--- config.mk ---
export PLATFORM = sky130hd
export DESIGN_NAME = siu_top
export DESIGN_NICKNAME = d
export VERILOG_FILES = /design/src/rtl/siu_pkg.sv /design/src/rtl/siu_top.sv
export SDC_FILE = /design/constraint.sdc
export NUM_CORES = 1
export LEC_CHECK = 0
export ABC_AREA = 0
export BUFFER_PORTS_ARGS = -buffer_cell sky130_fd_sc_hd__buf_4
export CAP_MARGIN = 20
export CORE_MARGIN = 2
export CORE_UTILIZATION = 40
export DETAILED_ROUTE_END_ITERATION = 8
export PLACE_DENSITY = 0.59
export SLEW_MARGIN = 10
export SYNTH_ARGS = -nofsm -noshare
export SYNTH_HDL_FRONTEND = slang
export SYNTH_SLANG_ARGS = --single-unit
--- constraint.sdc ---
create_clock -name system_clock -period 9.6 [get_ports system_clock]
set_clock_uncertainty 0.05 [all_clocks]
set_input_delay 2.88 -clock system_clock [delete_from_list [all_inputs] [get_ports system_clock]]
set_output_delay 2.88 -clock system_clock [all_outputs]
set_load 0.01 [all_outputs]
--- src/rtl/siu_pkg.sv ---
// Package: constants, types and register map of the system integration unit
package siu_pkg;

  // ****************************************************************
  // Register indices (byte address = index * 4)
  // ****************************************************************
  localparam logic [3:0] SIU_IDX_CONTROL = 4'h0;
  localparam logic [3:0] SIU_IDX_STATUS  = 4'h1;
  localparam logic [3:0] SIU_IDX_SECURE  = 4'h2;
  localparam logic [3:0] SIU_IDX_PCG     = 4'hC;
  localparam logic [3:0] SIU_IDX_SAH     = 4'hD;
  localparam logic [3:0] SIU_IDX_SAL     = 4'hE;
  localparam int         SIU_ADDR_W      = 6;

  // ****************************************************************
  // Field positions and reset values
  // ****************************************************************
  localparam int SIU_PCG_SERIAL_PORT_ZERO_GATE = 2;
  localparam int SIU_PCG_MODULATOR_B_GATE = 1;
  localparam int SIU_PCG_MODULATOR_A_GATE = 0;
  localparam logic [15:0] SIU_PCG_RST  = 16'hFFFF;
  localparam logic [1:0]  SIU_SAH_RST  = 2'h3;
  localparam logic [15:0] SIU_SAL_RST  = 16'hFFFF;
  localparam logic [13:0] SIU_SAH_ONES = 14'h3FFF;
  localparam logic [17:0] SIU_SA_DEBUG = 18'h3FFFF;
  localparam int SIU_SA_LOW = 6;

  // Control register bits
  localparam int SIU_CTL_STOP_TMP = 0;
  localparam int SIU_CTL_WAIT_TMP = 1;
  localparam int SIU_CTL_STOP_PRM = 2;
  localparam int SIU_CTL_WAIT_PRM = 3;
  localparam int SIU_CTL_SWRST    = 4;

  // ****************************************************************
  // Timing
  // ****************************************************************
  localparam int SIU_POR_STRETCH = 2097152;
  localparam int SIU_WIN_CYCLES  = 32;
  localparam int SIU_SA_PIPE     = 3;
  localparam int SIU_CNT_W       = 22;

  // ****************************************************************
  // Types
  // ****************************************************************
  typedef enum logic [5:0] {
    SIU_RS_HOLD  = 6'b000001,
    SIU_RS_POR   = 6'b000010,
    SIU_RS_CLK   = 6'b000100,
    SIU_RS_PERI  = 6'b001000,
    SIU_RS_CORE  = 6'b010000,
    SIU_RS_RUN   = 6'b100000
  } siu_rst_t;

  typedef enum logic [2:0] {
    SIU_PM_RUN  = 3'b001,
    SIU_PM_WAIT = 3'b010,
    SIU_PM_STOP = 3'b100
  } siu_pm_t;

  typedef struct packed {
    logic stop_req;
    logic wait_req;
    logic irq;
    logic nonclk_irq;
    logic can_act;
  } siu_core_t;

  typedef struct packed {
    logic core_en;
    logic periph_en;
    logic clk_run;
    logic periph_rel;
    logic core_rel;
  } siu_gate_t;

endpackage : siu_pkg

--- src/rtl/siu_top.sv ---
// System integration unit: clocks, power modes, reset sequence, short address, security
// Notes on behaviour
// - Gate register bit 2 enables serial port zero clock.
// - Gate bit 1 enables modulator B clock, bit 0 modulator A.
// - Gate bit one passes the clock; zero withholds it, peripheral disabled.
// - Short addressing: instruction gives low six bits, pair gives the rest.
// - High register holds address bits 23:22 in bits 1:0; upper bits read one.
// - Low register holds address bits 21:6 in bits 15:0.
// - After reset the pair points at top of memory, debug space.
// - Pair off debug space with external flag set blocks JTAG debug access.
// - New pair value reaches short-addressed accesses four cycles after write.
// - System and peripheral clocks run at half master clock, max 60MHz.
// - Run mode: core and peripheral clocks active.
// - Wait stops core and memory clocks; unmasked interrupt wakes the core.
// - Stop ends only by CAN traffic, unclocked interrupt, watchdog, external, power-on; here a software reset also ends it.
// - All peripherals but watchdog run on peripheral bus clock, max 60MHz.
// - Stop does not shut PLL; software disables it first.
// - Stop and wait instructions disable temporarily or until next reset.
// - Four reset sources: pin and power-on async, software and watchdog sync.
// - Power-on reset stretched 2^21 cycles, then three ordered 32-cycle windows.
// - Pin and power-on resets assert asynchronously; all resets release on a rising system clock edge.
// - Security blocks external program space, boot select and core debug.
// - Two non-volatile flash bytes decide security, persisting across resets.
//
// Implementation choice: the Avalon-MM slave port.
`timescale 1ns/1ps
module siu_top
  import siu_pkg::*;
#(
  parameter int POR_STRETCH = SIU_POR_STRETCH,
  parameter int WIN_CYCLES  = SIU_WIN_CYCLES
) (
  input  wire logic                  system_clock,
  input  wire logic                  nrst,
  input  wire logic                  por_n,
  input  wire logic                  ext_rst_n,
  input  wire logic                  watchdog_rst,
  input  wire logic [SIU_ADDR_W-1:0] avs_address,
  input  wire logic                  avs_read,
  input  wire logic                  avs_write,
  input  wire logic [31:0]           avs_writedata,
  input  wire logic [3:0]            avs_byteenable,
  output logic [31:0]                avs_readdata,
  output logic                       avs_waitrequest,
  input  wire siu_core_t             core_in,
  input  wire logic [5:0]            short_offset,
  input  wire logic                  external_memory_flag,
  input  wire logic [7:0]            security_byte_lo,
  input  wire logic [7:0]            security_byte_hi,
  input  wire logic                  external_boot_select,
  output logic [23:0]                short_address,
  output logic [15:0]                peripheral_clock_gate,
  output logic                       system_clock_en,
  output logic                       peripheral_clock_en,
  output siu_gate_t                  gate_out,
  output logic                       debug_access_en,
  output logic                       ext_program_en,
  output logic                       boot_external,
  output logic                       secure_mode
);

  // ****************************************************************
  // Reset source synchronisers and release
  // ****************************************************************
  logic [1:0] ext_sync_reg;
  logic       wd_meta_reg, wd_sync_reg;
  wire        async_any_n = nrst & por_n & ext_rst_n;

  always_ff @(posedge system_clock or negedge async_any_n) begin
    if (!async_any_n) ext_sync_reg <= 2'h0;
    else              ext_sync_reg <= {ext_sync_reg[0], 1'b1};
  end

  always_ff @(posedge system_clock or negedge nrst) begin
    if (!nrst) begin
      wd_meta_reg <= 1'b0;
      wd_sync_reg <= 1'b0;
    end else begin
      wd_meta_reg <= watchdog_rst;
      wd_sync_reg <= wd_meta_reg;
    end
  end

  // ****************************************************************
  // Reset sequencer
  // ****************************************************************
  siu_rst_t             rs_reg, rs_next;
  logic [SIU_CNT_W-1:0] cnt_reg, cnt_next;
  logic                 por_seen_reg;
  logic                 sw_rst_reg;
  wire                  sync_rst = wd_sync_reg | sw_rst_reg;
  wire                  win_done = (cnt_reg == SIU_CNT_W'(WIN_CYCLES - 1));
  wire                  por_done = (cnt_reg == SIU_CNT_W'(POR_STRETCH - 1));

  always_comb begin
    rs_next  = rs_reg;
    cnt_next = cnt_reg + 1'b1;
    unique case (rs_reg)
      SIU_RS_HOLD: begin
        cnt_next = '0;
        rs_next  = por_seen_reg ? SIU_RS_POR : SIU_RS_CLK;
      end
      SIU_RS_POR: if (por_done) begin
        rs_next  = SIU_RS_CLK;
        cnt_next = '0;
      end
      SIU_RS_CLK: if (win_done) begin
        rs_next  = SIU_RS_PERI;
        cnt_next = '0;
      end
      SIU_RS_PERI: if (win_done) begin
        rs_next  = SIU_RS_CORE;
        cnt_next = '0;
      end
      SIU_RS_CORE: if (win_done) begin
        rs_next  = SIU_RS_RUN;
        cnt_next = '0;
      end
      SIU_RS_RUN: begin
        cnt_next = '0;
        if (sync_rst) rs_next = SIU_RS_HOLD;
      end
    endcase
  end

  always_ff @(posedge system_clock or negedge async_any_n) begin
    if (!async_any_n) begin
      rs_reg  <= SIU_RS_HOLD;
      cnt_reg <= '0;
    end else if (!ext_sync_reg[1]) begin
      rs_reg  <= SIU_RS_HOLD;
      cnt_reg <= '0;
    end else begin
      rs_reg  <= rs_next;
      cnt_reg <= cnt_next;
    end
  end

  // Power-on flag: set by power-on, cleared once its stretch starts
  always_ff @(posedge system_clock or negedge por_n) begin
    if (!por_n)                    por_seen_reg <= 1'b1;
    else if (rs_reg == SIU_RS_POR) por_seen_reg <= 1'b0;
  end

  wire in_reset   = (rs_reg != SIU_RS_RUN);
  wire clk_run    = (rs_reg == SIU_RS_PERI) | (rs_reg == SIU_RS_CORE) | (rs_reg == SIU_RS_RUN);
  wire periph_rel = (rs_reg == SIU_RS_CORE) | (rs_reg == SIU_RS_RUN);

  // ****************************************************************
  // Avalon slave and registers
  // ****************************************************************
  logic        ack_reg;
  logic [15:0] pcg_reg;
  logic [1:0]  sah_reg;
  logic [15:0] sal_reg;
  logic [3:0]  ctl_reg;
  logic [1:0]  perm_reg;
  logic        sec_reg;
  logic [17:0] sa_pipe_reg [SIU_SA_PIPE];

  wire [3:0] idx    = avs_address[SIU_ADDR_W-1:2];
  wire       req    = (avs_read | avs_write) & ~ack_reg;
  wire       wr     = avs_write & ~ack_reg & avs_byteenable[0] & avs_byteenable[1];
  wire       wr_ctl = wr & (idx == SIU_IDX_CONTROL);
  wire       wr_pcg = wr & (idx == SIU_IDX_PCG);
  wire       wr_sah = wr & (idx == SIU_IDX_SAH);
  wire       wr_sal = wr & (idx == SIU_IDX_SAL);
  wire [15:0] sah_view = {SIU_SAH_ONES, sah_reg};
  wire [15:0] stat_view = {2'h0, external_boot_select, sec_reg, perm_reg, ctl_reg, rs_reg};
  wire [15:0] rd_mux =
      (idx == SIU_IDX_CONTROL) ? {12'h000, ctl_reg} :
      (idx == SIU_IDX_STATUS)  ? stat_view :
      (idx == SIU_IDX_SECURE)  ? {security_byte_hi, security_byte_lo} :
      (idx == SIU_IDX_PCG)     ? pcg_reg :
      (idx == SIU_IDX_SAH)     ? sah_view :
      (idx == SIU_IDX_SAL)     ? sal_reg : 16'h0000;

  // One wait cycle, answer on the second edge
  always_ff @(posedge system_clock or negedge nrst) begin
    if (!nrst) begin
      ack_reg         <= 1'b0;
      avs_waitrequest <= 1'b1;
      avs_readdata    <= 32'h00000000;
    end else begin
      ack_reg         <= req;
      avs_waitrequest <= ~req;
      if (req) avs_readdata <= {16'h0000, rd_mux};
    end
  end

  always_ff @(posedge system_clock or negedge async_any_n) begin
    if (!async_any_n) begin
      pcg_reg    <= SIU_PCG_RST;
      sah_reg    <= SIU_SAH_RST;
      sal_reg    <= SIU_SAL_RST;
      ctl_reg    <= 4'h0;
      perm_reg   <= 2'h0;
      sw_rst_reg <= 1'b0;
    end else if (in_reset) begin
      pcg_reg    <= SIU_PCG_RST;
      sah_reg    <= SIU_SAH_RST;
      sal_reg    <= SIU_SAL_RST;
      ctl_reg    <= 4'h0;
      perm_reg   <= 2'h0;
      sw_rst_reg <= 1'b0;
    end else begin
      if (wr_pcg) pcg_reg <= avs_writedata[15:0];
      if (wr_sah) sah_reg <= avs_writedata[1:0];
      if (wr_sal) sal_reg <= avs_writedata[15:0];
      if (wr_ctl) ctl_reg <= avs_writedata[3:0];
      // Permanent disables stick until the next reset
      if (wr_ctl) perm_reg <= perm_reg | avs_writedata[SIU_CTL_WAIT_PRM:SIU_CTL_STOP_PRM];
      sw_rst_reg <= wr_ctl & avs_writedata[SIU_CTL_SWRST];
    end
  end

  // ****************************************************************
  // Short address pipeline and debug interlock
  // ****************************************************************
  always_ff @(posedge system_clock or negedge async_any_n) begin
    if (!async_any_n) begin
      for (int i = 0; i < SIU_SA_PIPE; i++) sa_pipe_reg[i] <= SIU_SA_DEBUG;
    end else begin
      sa_pipe_reg[0] <= {sah_reg, sal_reg};
      for (int i = 1; i < SIU_SA_PIPE; i++) sa_pipe_reg[i] <= sa_pipe_reg[i-1];
    end
  end

  // Security latched from the flash bytes during the peripheral window
  wire sec_decode = (security_byte_hi != security_byte_lo);
  always_ff @(posedge system_clock or negedge async_any_n) begin
    if (!async_any_n)              sec_reg <= 1'b1;
    else if (rs_reg == SIU_RS_PERI) sec_reg <= sec_decode;
  end

  wire sa_is_debug = (sa_pipe_reg[SIU_SA_PIPE-1] == SIU_SA_DEBUG);

  // ****************************************************************
  // Power modes
  // ****************************************************************
  siu_pm_t pm_reg, pm_next;
  wire stop_ok = core_in.stop_req & ~ctl_reg[SIU_CTL_STOP_TMP] & ~perm_reg[0];
  wire wait_ok = core_in.wait_req & ~ctl_reg[SIU_CTL_WAIT_TMP] & ~perm_reg[1];

  always_comb begin
    pm_next = pm_reg;
    unique case (pm_reg)
      SIU_PM_RUN: begin
        if (stop_ok)      pm_next = SIU_PM_STOP;
        else if (wait_ok) pm_next = SIU_PM_WAIT;
      end
      SIU_PM_WAIT: if (core_in.irq) pm_next = SIU_PM_RUN;
      SIU_PM_STOP: if (core_in.can_act | core_in.nonclk_irq) pm_next = SIU_PM_RUN;
    endcase
  end

  // Watchdog, external and power-on exits go through reset
  always_ff @(posedge system_clock or negedge async_any_n) begin
    if (!async_any_n)  pm_reg <= SIU_PM_RUN;
    else if (in_reset) pm_reg <= SIU_PM_RUN;
    else               pm_reg <= pm_next;
  end

  // ****************************************************************
  // Clock enables and outputs
  // ****************************************************************
  logic half_reg;
  always_ff @(posedge system_clock or negedge async_any_n) begin
    if (!async_any_n) half_reg <= 1'b0;
    else              half_reg <= ~half_reg;
  end

  wire core_on   = (pm_reg == SIU_PM_RUN) & ~in_reset;
  wire periph_on = ((pm_reg == SIU_PM_RUN) | (pm_reg == SIU_PM_WAIT)) & clk_run;

  always_ff @(posedge system_clock or negedge async_any_n) begin
    if (!async_any_n) begin
      short_address         <= 24'h000000;
      peripheral_clock_gate <= 16'h0000;
      system_clock_en       <= 1'b0;
      peripheral_clock_en   <= 1'b0;
      gate_out              <= '0;
      debug_access_en       <= 1'b0;
      ext_program_en        <= 1'b0;
      boot_external         <= 1'b0;
      secure_mode           <= 1'b1;
    end else begin
      short_address         <= {sa_pipe_reg[SIU_SA_PIPE-1], short_offset};
      peripheral_clock_gate <= pcg_reg & {16{periph_on & half_reg}};
      system_clock_en       <= core_on & half_reg;
      peripheral_clock_en   <= periph_on & half_reg;
      gate_out              <= '{core_en: core_on, periph_en: periph_on, clk_run: clk_run,
                                 periph_rel: periph_rel, core_rel: ~in_reset};
      debug_access_en       <= ~sec_reg & (sa_is_debug | ~external_memory_flag);
      ext_program_en        <= ~sec_reg;
      boot_external         <= external_boot_select & ~sec_reg;
      secure_mode           <= sec_reg;
    end
  end

endmodule : siu_top

After elaboration in Yosys (flattened, before gate mapping)
Cells that the tools add are included.
{"block": "op_classes", "add_sub_neg": 1, "mux": 35, "n_eq_ne": 27, "n_bitwise": 41, "n_reduce_logical": 9}
{"cell": "$mux W16", "n": 10}
{"cell": "$mux W22", "n": 3}
{"cell": "$pmux W22 S3", "n": 1}
{"cell": "$mux W6", "n": 6}
{"cell": "$pmux W6 S6", "n": 1}
{"cell": "$add A22 B1 Y22 const B", "n": 1}
{"cell": "$eq A22 B21 Y1 const B", "n": 1}
{"cell": "$eq A22 B5 Y1 const B", "n": 1}
{"cell": "$and A1 B1 Y1", "n": 21}
{"cell": "$ne A3 B3 Y1 const B", "n": 7}
{"cell": "$eq A18 B18 Y1 const B", "n": 1}
{"cell": "$mux W3", "n": 6}
{"cell": "$and A16 B16 Y16", "n": 1}
{"cell": "$eq A4 B4 Y1 const B", "n": 3}
{"cell": "$not A1 Y1", "n": 10}
{"cell": "$pmux W3 S3", "n": 1}
{"cell": "$mux W2", "n": 4}
{"cell": "$mux W4", "n": 2}
{"cell": "$ne A8 B8 Y1", "n": 1}
{"cell": "$or A1 B1 Y1", "n": 8}
{"cell": "$reduce_bool A2 Y1", "n": 4}
{"cell": "$eq A6 B1 Y1 const B", "n": 1}
{"cell": "$eq A6 B2 Y1 const B", "n": 1}
{"cell": "$eq A6 B3 Y1 const B", "n": 1}
{"cell": "other kinds (17)", "n": 17}
{"block": "word_totals", "out_inout_bits": 84, "regBits": 202, "in_bits": 78, "elab_cells": 147}

Logic depth before layout (Yosys ltp)
Gate-level depths: netlist of run 1.
{"block": "depth", "ltp_word": 7, "mapped_depth": 8, "depth_no_buf": 6}

Worst setup path after synthesis of run 1
OpenSTA, ideal clock, no wires.
{"block": "synth_timing", "path_type": "input -> register", "from": "input port avs_address[5]", "to": "register ctl_reg[0]", "n_path_buf": 0, "slack_ps": 5559, "t_arrival_ps": 3859, "required_ps": 9418, "cell_stages": 5, "setup_ps": 132, "path_cell_list": "nor2_2 > nand2_1 > nor2_1 > mux2i_1 > nor2_1"}
{"block": "synth_between", "elab_chain_cells": 3}
{"element": "start: declaration", "line_no": "siu_top.sv:38", "source": "input wire logic [SIU_ADDR_W-1:0] avs_address,"}
{"element": "$logic_not A4 Y1", "line_no": "siu_top.sv:164", "source": "wire wr_ctl = wr & (idx == SIU_IDX_CONTROL);"}
{"element": "$and A1 B1 Y1", "line_no": "siu_top.sv:164"}
{"element": "$reduce_bool A2 Y1 (no source line)"}
{"element": "end signal: assignment", "line_no": "siu_top.sv:210", "source": "if (wr_ctl) ctl_reg <= avs_writedata[3:0];"}
{"element": "end: declaration", "line_no": "siu_top.sv:156", "source": "logic [3:0] ctl_reg;"}
No other way between the ends.
A chain may end at the register's enable or synchronous reset.

Worst setup path in the final report of run 1
{"block": "layout_timing", "from": "input port avs_address[3]", "to": "register sal_reg[3]"}
{"block": "layout_between", "elab_chain_cells": 3}
{"element": "$eq A4 B4 Y1", "line_no": "siu_top.sv:167", "source": "wire wr_sal = wr & (idx == SIU_IDX_SAL);"}
{"element": "$and A1 B1 Y1", "line_no": "siu_top.sv:167"}
{"element": "$reduce_bool A2 Y1 (no source line)"}
{"element": "end signal: assignment", "line_no": "siu_top.sv:209", "source": "if (wr_sal) sal_reg <= avs_writedata[15:0];"}
{"element": "end: declaration", "line_no": "siu_top.sv:155", "source": "logic [15:0] sal_reg;"}
No other way between the ends.

==> run summary, run 1 <==
M3 GR Usage: 3.79%
Largest net degree at the start of global routing: 76
Placement Setup Slack: 4350 ps
Worst relative slew slack: 34.5%
Register area share after synthesis: 64.2%
Largest register FFs: 54
Detailed-router iteration count before antenna repair: 5
Maximum fanout along the worst path: 24
Grt met1 use: 25.6%
Worst Path Required: 9990 ps
RSZ-0062 raised after global routing: no
GRT Resource Usage Total: 18.2%
Most used DFF post-synth: dfrtp_1
Worst min-delay path class: reg -> reg
Worst skew pair latency: 510 ps
CTS tree: done
Fin worst setup slack: 4870 ps
I/O Pins: 162
Crit end category: register
Vias: 5634
Reg clk slew, reported paths: 60 ps
Core box area: 19600 um2
Endpoints failing hold: 0
Average size of a mapped cell: 11.2 um2
Synth Instances: 721
IO Port Bufs: 125
DR iter-0 viols: 386
# clock sinks: 202
CP max stage cell: nor2b_1
Largest family of logic cells by synthesized area: simple AND/OR/NAND/NOR gates
Yosys cell types: 58
H-tree lvl count: 1
CTS Root Cell: clkbuf_16
Clock buffer count from CTS: 22
Most common cell after layout, fill and taps aside: buf_4
Ys async rst share: 100%
CTS Hold Bufs: 0
Filler cells: 1747
Routed WL: 19.0 mm
Cell Area, Synth: 8050 um2
Max Cap Viol: 0
#FFs+latches synth: 202
First-pass GRT wire length: 31.1 mm
Worst-margin pin slew: 982 ps
Mean number of vias per cell: 5.04
Full die area: 21300 um2
Critical Path Max Stage Delay: 820 ps
Std cell rows: 51
Die height: 146 um
Leakage: 0.00453 uW
Synth Area in Compound Gates: 7.86%
Starting Density: 41.1%
Post-Synth XOR/XNOR Area: 3.37%
Initial antenna violation count: 0
Reg2Reg Depth: 4
DRC errors left: 0
Min Tclk post-route: 4730 ps
Non-Filler Instances: 1118
Crit path launch type: input port
Most used cell, CP: buf_4
Die Wd: 146 um
Top cell type by total area after synthesis: dfrtp_1
Kind of critical path: in -> reg
GRT Max-Usage Layer: met2
Post-synth EDFFs: 0
RD Place Congestion: 0.850
VDD IR max: 0.0993 mV
Area of the multi-input gates: 2630 um2
Final Net Count: 916
GRT overflow: 0
Period utilisation layout: 49.2%
Longest Clk Path Bufs: 3
Vias in the first global route: 5744
Synth Area in Simple Gates: 19.2%
Post-synthesis mux area share: 1.12%
Synth warn: 0
Most frequent cells in the layout: buf_4 (128), nand2_1 (119), dfrtp_1 (108)
Fin Setup TNS: 0 ps
Arrival time worst endpoint: 5110 ps
Met2 GRT Util: 28.5%
Avg WL per Cell: 17.0 um
WHS Path Cells: 0
Power Density: 196 nW/um2
Max-slew violations: 0
Post-CTS setup-driven buffer insertion count: 0
Total power: 1960 uW
FF/Latch Area: 5170 um2
Share of cells above drive strength 1: 32.4%
Area delta synth->final: 24.3%
Synth top area cells: dfrtp_1 (34%), dfstp_2 (31%), nand2_1 (5.5%)
Cts repair resizes: 0
Inserted Diodes: 0
Inst Count DP: 1077
Adder-cell share of the synthesized area: 0.155%
Outcome: finished clean
CP cell instances: buf_4 > nor2b_1 > buf_4 > and2_1 > nand2_1 > nand3_1
DP HPWL: 13.3 mm
Maximum clock frequency: 0.212 GHz
Post-route antenna net violation count: 0
Final setup fails: 0
Share of Yosys cell area claimed by the top area cell type: 33.6%
[power breakdown]
part / switching (uW) / leakage (uW) / internal (uW)
Sequential: 11.6 / 0.00238 / 868
Clock: 345 / 0.000413 / 612
Combinational: 71.5 / 0.00174 / 51.6
[final cells by class]
type                            count  share of cell area, %
Clock inverter                     10                   1.94
Clock buffer                       30                   6.50
Multi-Input combinational cell    472                   26.3
Sequential cell                   202                   51.7
Timing Repair Buffer              130                   9.99
Inverter                            9                  0.337
Tap cell                          265                   3.31
[logic make-up after synthesis]
family | count (synthesis)
buffers and inverters | 62
DFF | 202
other | 2
AOI/OAI and AO/OA | 93
adders and majority gates | 1
xor gates and xnor gates | 31
muxes | 9
and+or+nand+nor | 321
[through the flow]
| step | util (%) | area, um2 | hold WS, ps |
|---|---|---|---|
| final | 51.1 | 10000 | 296 |
| after global routing | 51.1 | 10000 | 299 |
| after CTS | 51.0 | 10000 | 298 |
| after detailed placement | 46.7 | 9160 | 285 |
| after global placement | 46.6 | 9130 | 283 |
| after floorplan | - | 8110 | 281 |
[Yosys cell counts, types with 2 or more instances]
cell	n
dfrtp_1	108
nand2_1	119
a211o_1	2
buf_4	18
and4_1	4
o31ai_1	2
conb_1	2
a32oi_1	2
nand4_1	16
a221oi_1	2
and2_1	8
nor4_1	7
mux2i_1	9
dfstp_2	94
buf_2	6
a22o_1	12
inv_1	9
xnor2_1	22
xor2_1	9
nor3b_1	9
a21oi_1	13
or3_1	2
clkbuf_1	21
o22ai_1	3
o21ai_0	34
a22oi_1	12
and3_1	20
buf_1	6
nor2b_1	11
nor2_1	58
nand3_1	43
nor3_1	10
nand2b_1	3
[layer usage]
metal	up-vias	part of all wire, %
met2	196	46
met3	24	6.3
met1	2746	45
li1	2668	-
met5	-	0
met4	0	2.2
[critical path, delay by kind of cell]
kind,cells,cell delay [ps]
and+or+nand+nor,4,1630
buffers and inverters,2,600
[path summary, 6_finish.rpt]
kind / end / from / slack, ps
worst max-delay path: sal_reg[3] / avs_address[3] / 4870
worst min-delay path: ext_sync_reg[1] / ext_sync_reg[0] / 300
worst max register to register: peripheral_clock_gate[15] / rs_reg[4] / 7210
worst min register to register: ext_sync_reg[1] / ext_sync_reg[0] / 300
max in group asynchronous: short_address[12] / nrst / 5360
min in group asynchronous: avs_readdata[6] / nrst / 2200
No activity file was read; power rests on OpenSTA's default activity.
==> run 2, diff against run 1 <==
==> constraint.sdc (replaced) <==
create_clock -name system_clock -period 4.8 [get_ports system_clock]
set_clock_uncertainty 0.05 [all_clocks]
set_input_delay 1.44 -clock system_clock [delete_from_list [all_inputs] [get_ports system_clock]]
set_output_delay 1.44 -clock system_clock [all_outputs]
set_load 0.01 [all_outputs]
==> run 2 against run 1 <==
Wire length down 0.59%. Flip-flop and latch count unchanged. Critical path depth unchanged. Die area unchanged. First-iteration DRC count up 9.3%. Cell area down 0.40%. Combinational power up 100%. Worst hold slack better by 2.3 ps. Utilization down 0.20 points. Worst setup slack worse by 3000 ps.
==> run summary, run 2 (synthesis gave the netlist of run 1 again) <==
Outcome: finished clean
Fin Setup TNS: 0 ps
Period utilisation layout: 61.7%
VDD IR max: 0.189 mV
Arrival time worst endpoint: 3360 ps
Longest Clk Path Bufs: 3
Inst Count DP: 1077
Most frequent cells in the layout: buf_4 (127), nand2_1 (119), dfrtp_1 (108)
DRC errors left: 0
Share of cells above drive strength 1: 32.0%
Final Net Count: 917
Placed Instance Area: 9160 um2
Max-slew violations: 0
Post-route antenna net violation count: 0
CTS Hold Bufs: 0
Die height: 146 um
Vias in the first global route: 5774
Worst Path Required: 5190 ps
Filler cells: 1735
Reg clk slew, reported paths: 60 ps
Largest net degree at the start of global routing: 59
Core box area: 19600 um2
Initial antenna violation count: 0
CTS tree: done
Die Wd: 146 um
Leakage: 0.00451 uW
RD Place Congestion: 0.846
Starting Density: 41.1%
I/O Pins: 162
GRT Resource Usage Total: 17.8%
Fin worst setup slack: 1840 ps
RSZ-0062 raised after global routing: no
Std cell rows: 51
# clock sinks: 202
Final setup fails: 0
FF-to-FF Start: rs_reg[4]
Inserted Diodes: 0
DR iter-0 viols: 422
Clock buffer count from CTS: 22
Min Tclk post-route: 2960 ps
Worst skew pair latency: 500 ps
Most used cell, CP: and2_1
Largest register FFs: 54
Full die area: 21300 um2
Cts repair resizes: 0
Detailed-router iteration count before antenna repair: 5
Maximum fanout along the worst path: 21
Crit path launch type: input port
H-tree lvl count: 1
CTS Root Cell: clkbuf_16
Routed WL: 18.9 mm
Mean number of vias per cell: 5.00
Kind of critical path: in -> reg
Post-CTS setup-driven buffer insertion count: 0
Placement Setup Slack: 1310 ps
Avg WL per Cell: 16.9 um
Max Cap Viol: 0
Maximum clock frequency: 0.338 GHz
IO Port Bufs: 125
DP HPWL: 13.3 mm
First-pass GRT wire length: 30.8 mm
CP startpoint: avs_address[4]
Vias: 5600
CP max stage cell: and2_1
Crit end category: register
Endpoints failing hold: 0
Power Density: 378 nW/um2
CP cell instances: buf_4 > and2_1 > nor2b_1 > and2_1 > nand2_1 > nand3_1
GRT overflow: 0
Worst min-delay path class: reg -> reg
Critical Path Max Stage Delay: 600 ps
Most common cell after layout, fill and taps aside: buf_4
Total power: 3770 uW
Min-delay src: ext_sync_reg[0]
Worst-margin pin slew: 1080 ps
Non-Filler Instances: 1119
Worst relative slew slack: 27.7%
Final instance area: 9970 um2
Area delta synth->final: 23.8%
==> run 2: cell types whose count changed in the layout (fill, tap and decap cells not counted), sizes merged <==
cell      delta
inv          -1
buf          +1
clkinvlp     -1
clkinv       +2
clkbuf       +2
bufinv       -2
==> run 2: path summary, 6_finish.rpt <==
check,slack [ps],endpoint,depth (start not counted)
worst min register to register,300,ext_sync_reg[1],0
min in group asynchronous,760,avs_readdata[10],1
worst max-delay path,1840,pcg_reg[11],6
worst max register to register,2360,peripheral_clock_gate[15],4
worst min-delay path,300,ext_sync_reg[1],0
max in group asynchronous,2350,pcg_reg[13],3
==> run 2: area by class of cell <==
type / instances / area (um2) / area share (%)
multi-input combinational: 472 / 2630 / 26.4
tap: 265 / 332 / 3.33
clock buffer: 32 / 638 / 6.40
sequential: 202 / 5170 / 51.9
inverter: 9 / 33.8 / 0.339
timing repair buffer: 131 / 1040 / 10.4
clock inverter: 8 / 130 / 1.31
==> run 2: worst max-delay path, delay by kind of cell <==
| family | cells | cell delay [ps] |
|---|---|---|
| buf+inv | 1 | 120 |
| simple gates | 5 | 1780 |
==> run 2: per-stage QoR <==
step	utilization, %	hold slack, ps
2_1_floorplan	-	281
3_3_place_gp	46.8	284
3_5_place_dp	46.8	286
4_1_cts	50.7	299
5_1_grt	50.9	301
6_report	50.9	298
==> run 2: metal layers <==
| layer | vias up | wire length, um | GRT usage, % |
|---|---|---|---|
| met2 | 199 | 8560 | 27.7 |
| met5 | - | 0 | 0 |
| li1 | 2665 | - | - |
| met4 | 0 | 412 | 5.69 |
| met1 | 2704 | 8720 | 25.3 |
| met3 | 32 | 1200 | 3.29 |
==> run 2: report_power, final <==
group | internal (uW) | switching (uW) | total (uW) | leakage [uW]
Sequential | 1740 | 24.0 | 1760 | 0.00238
Combinational | 106 | 143 | 249 | 0.00175
Clock | 1090 | 668 | 1760 | 0.000379
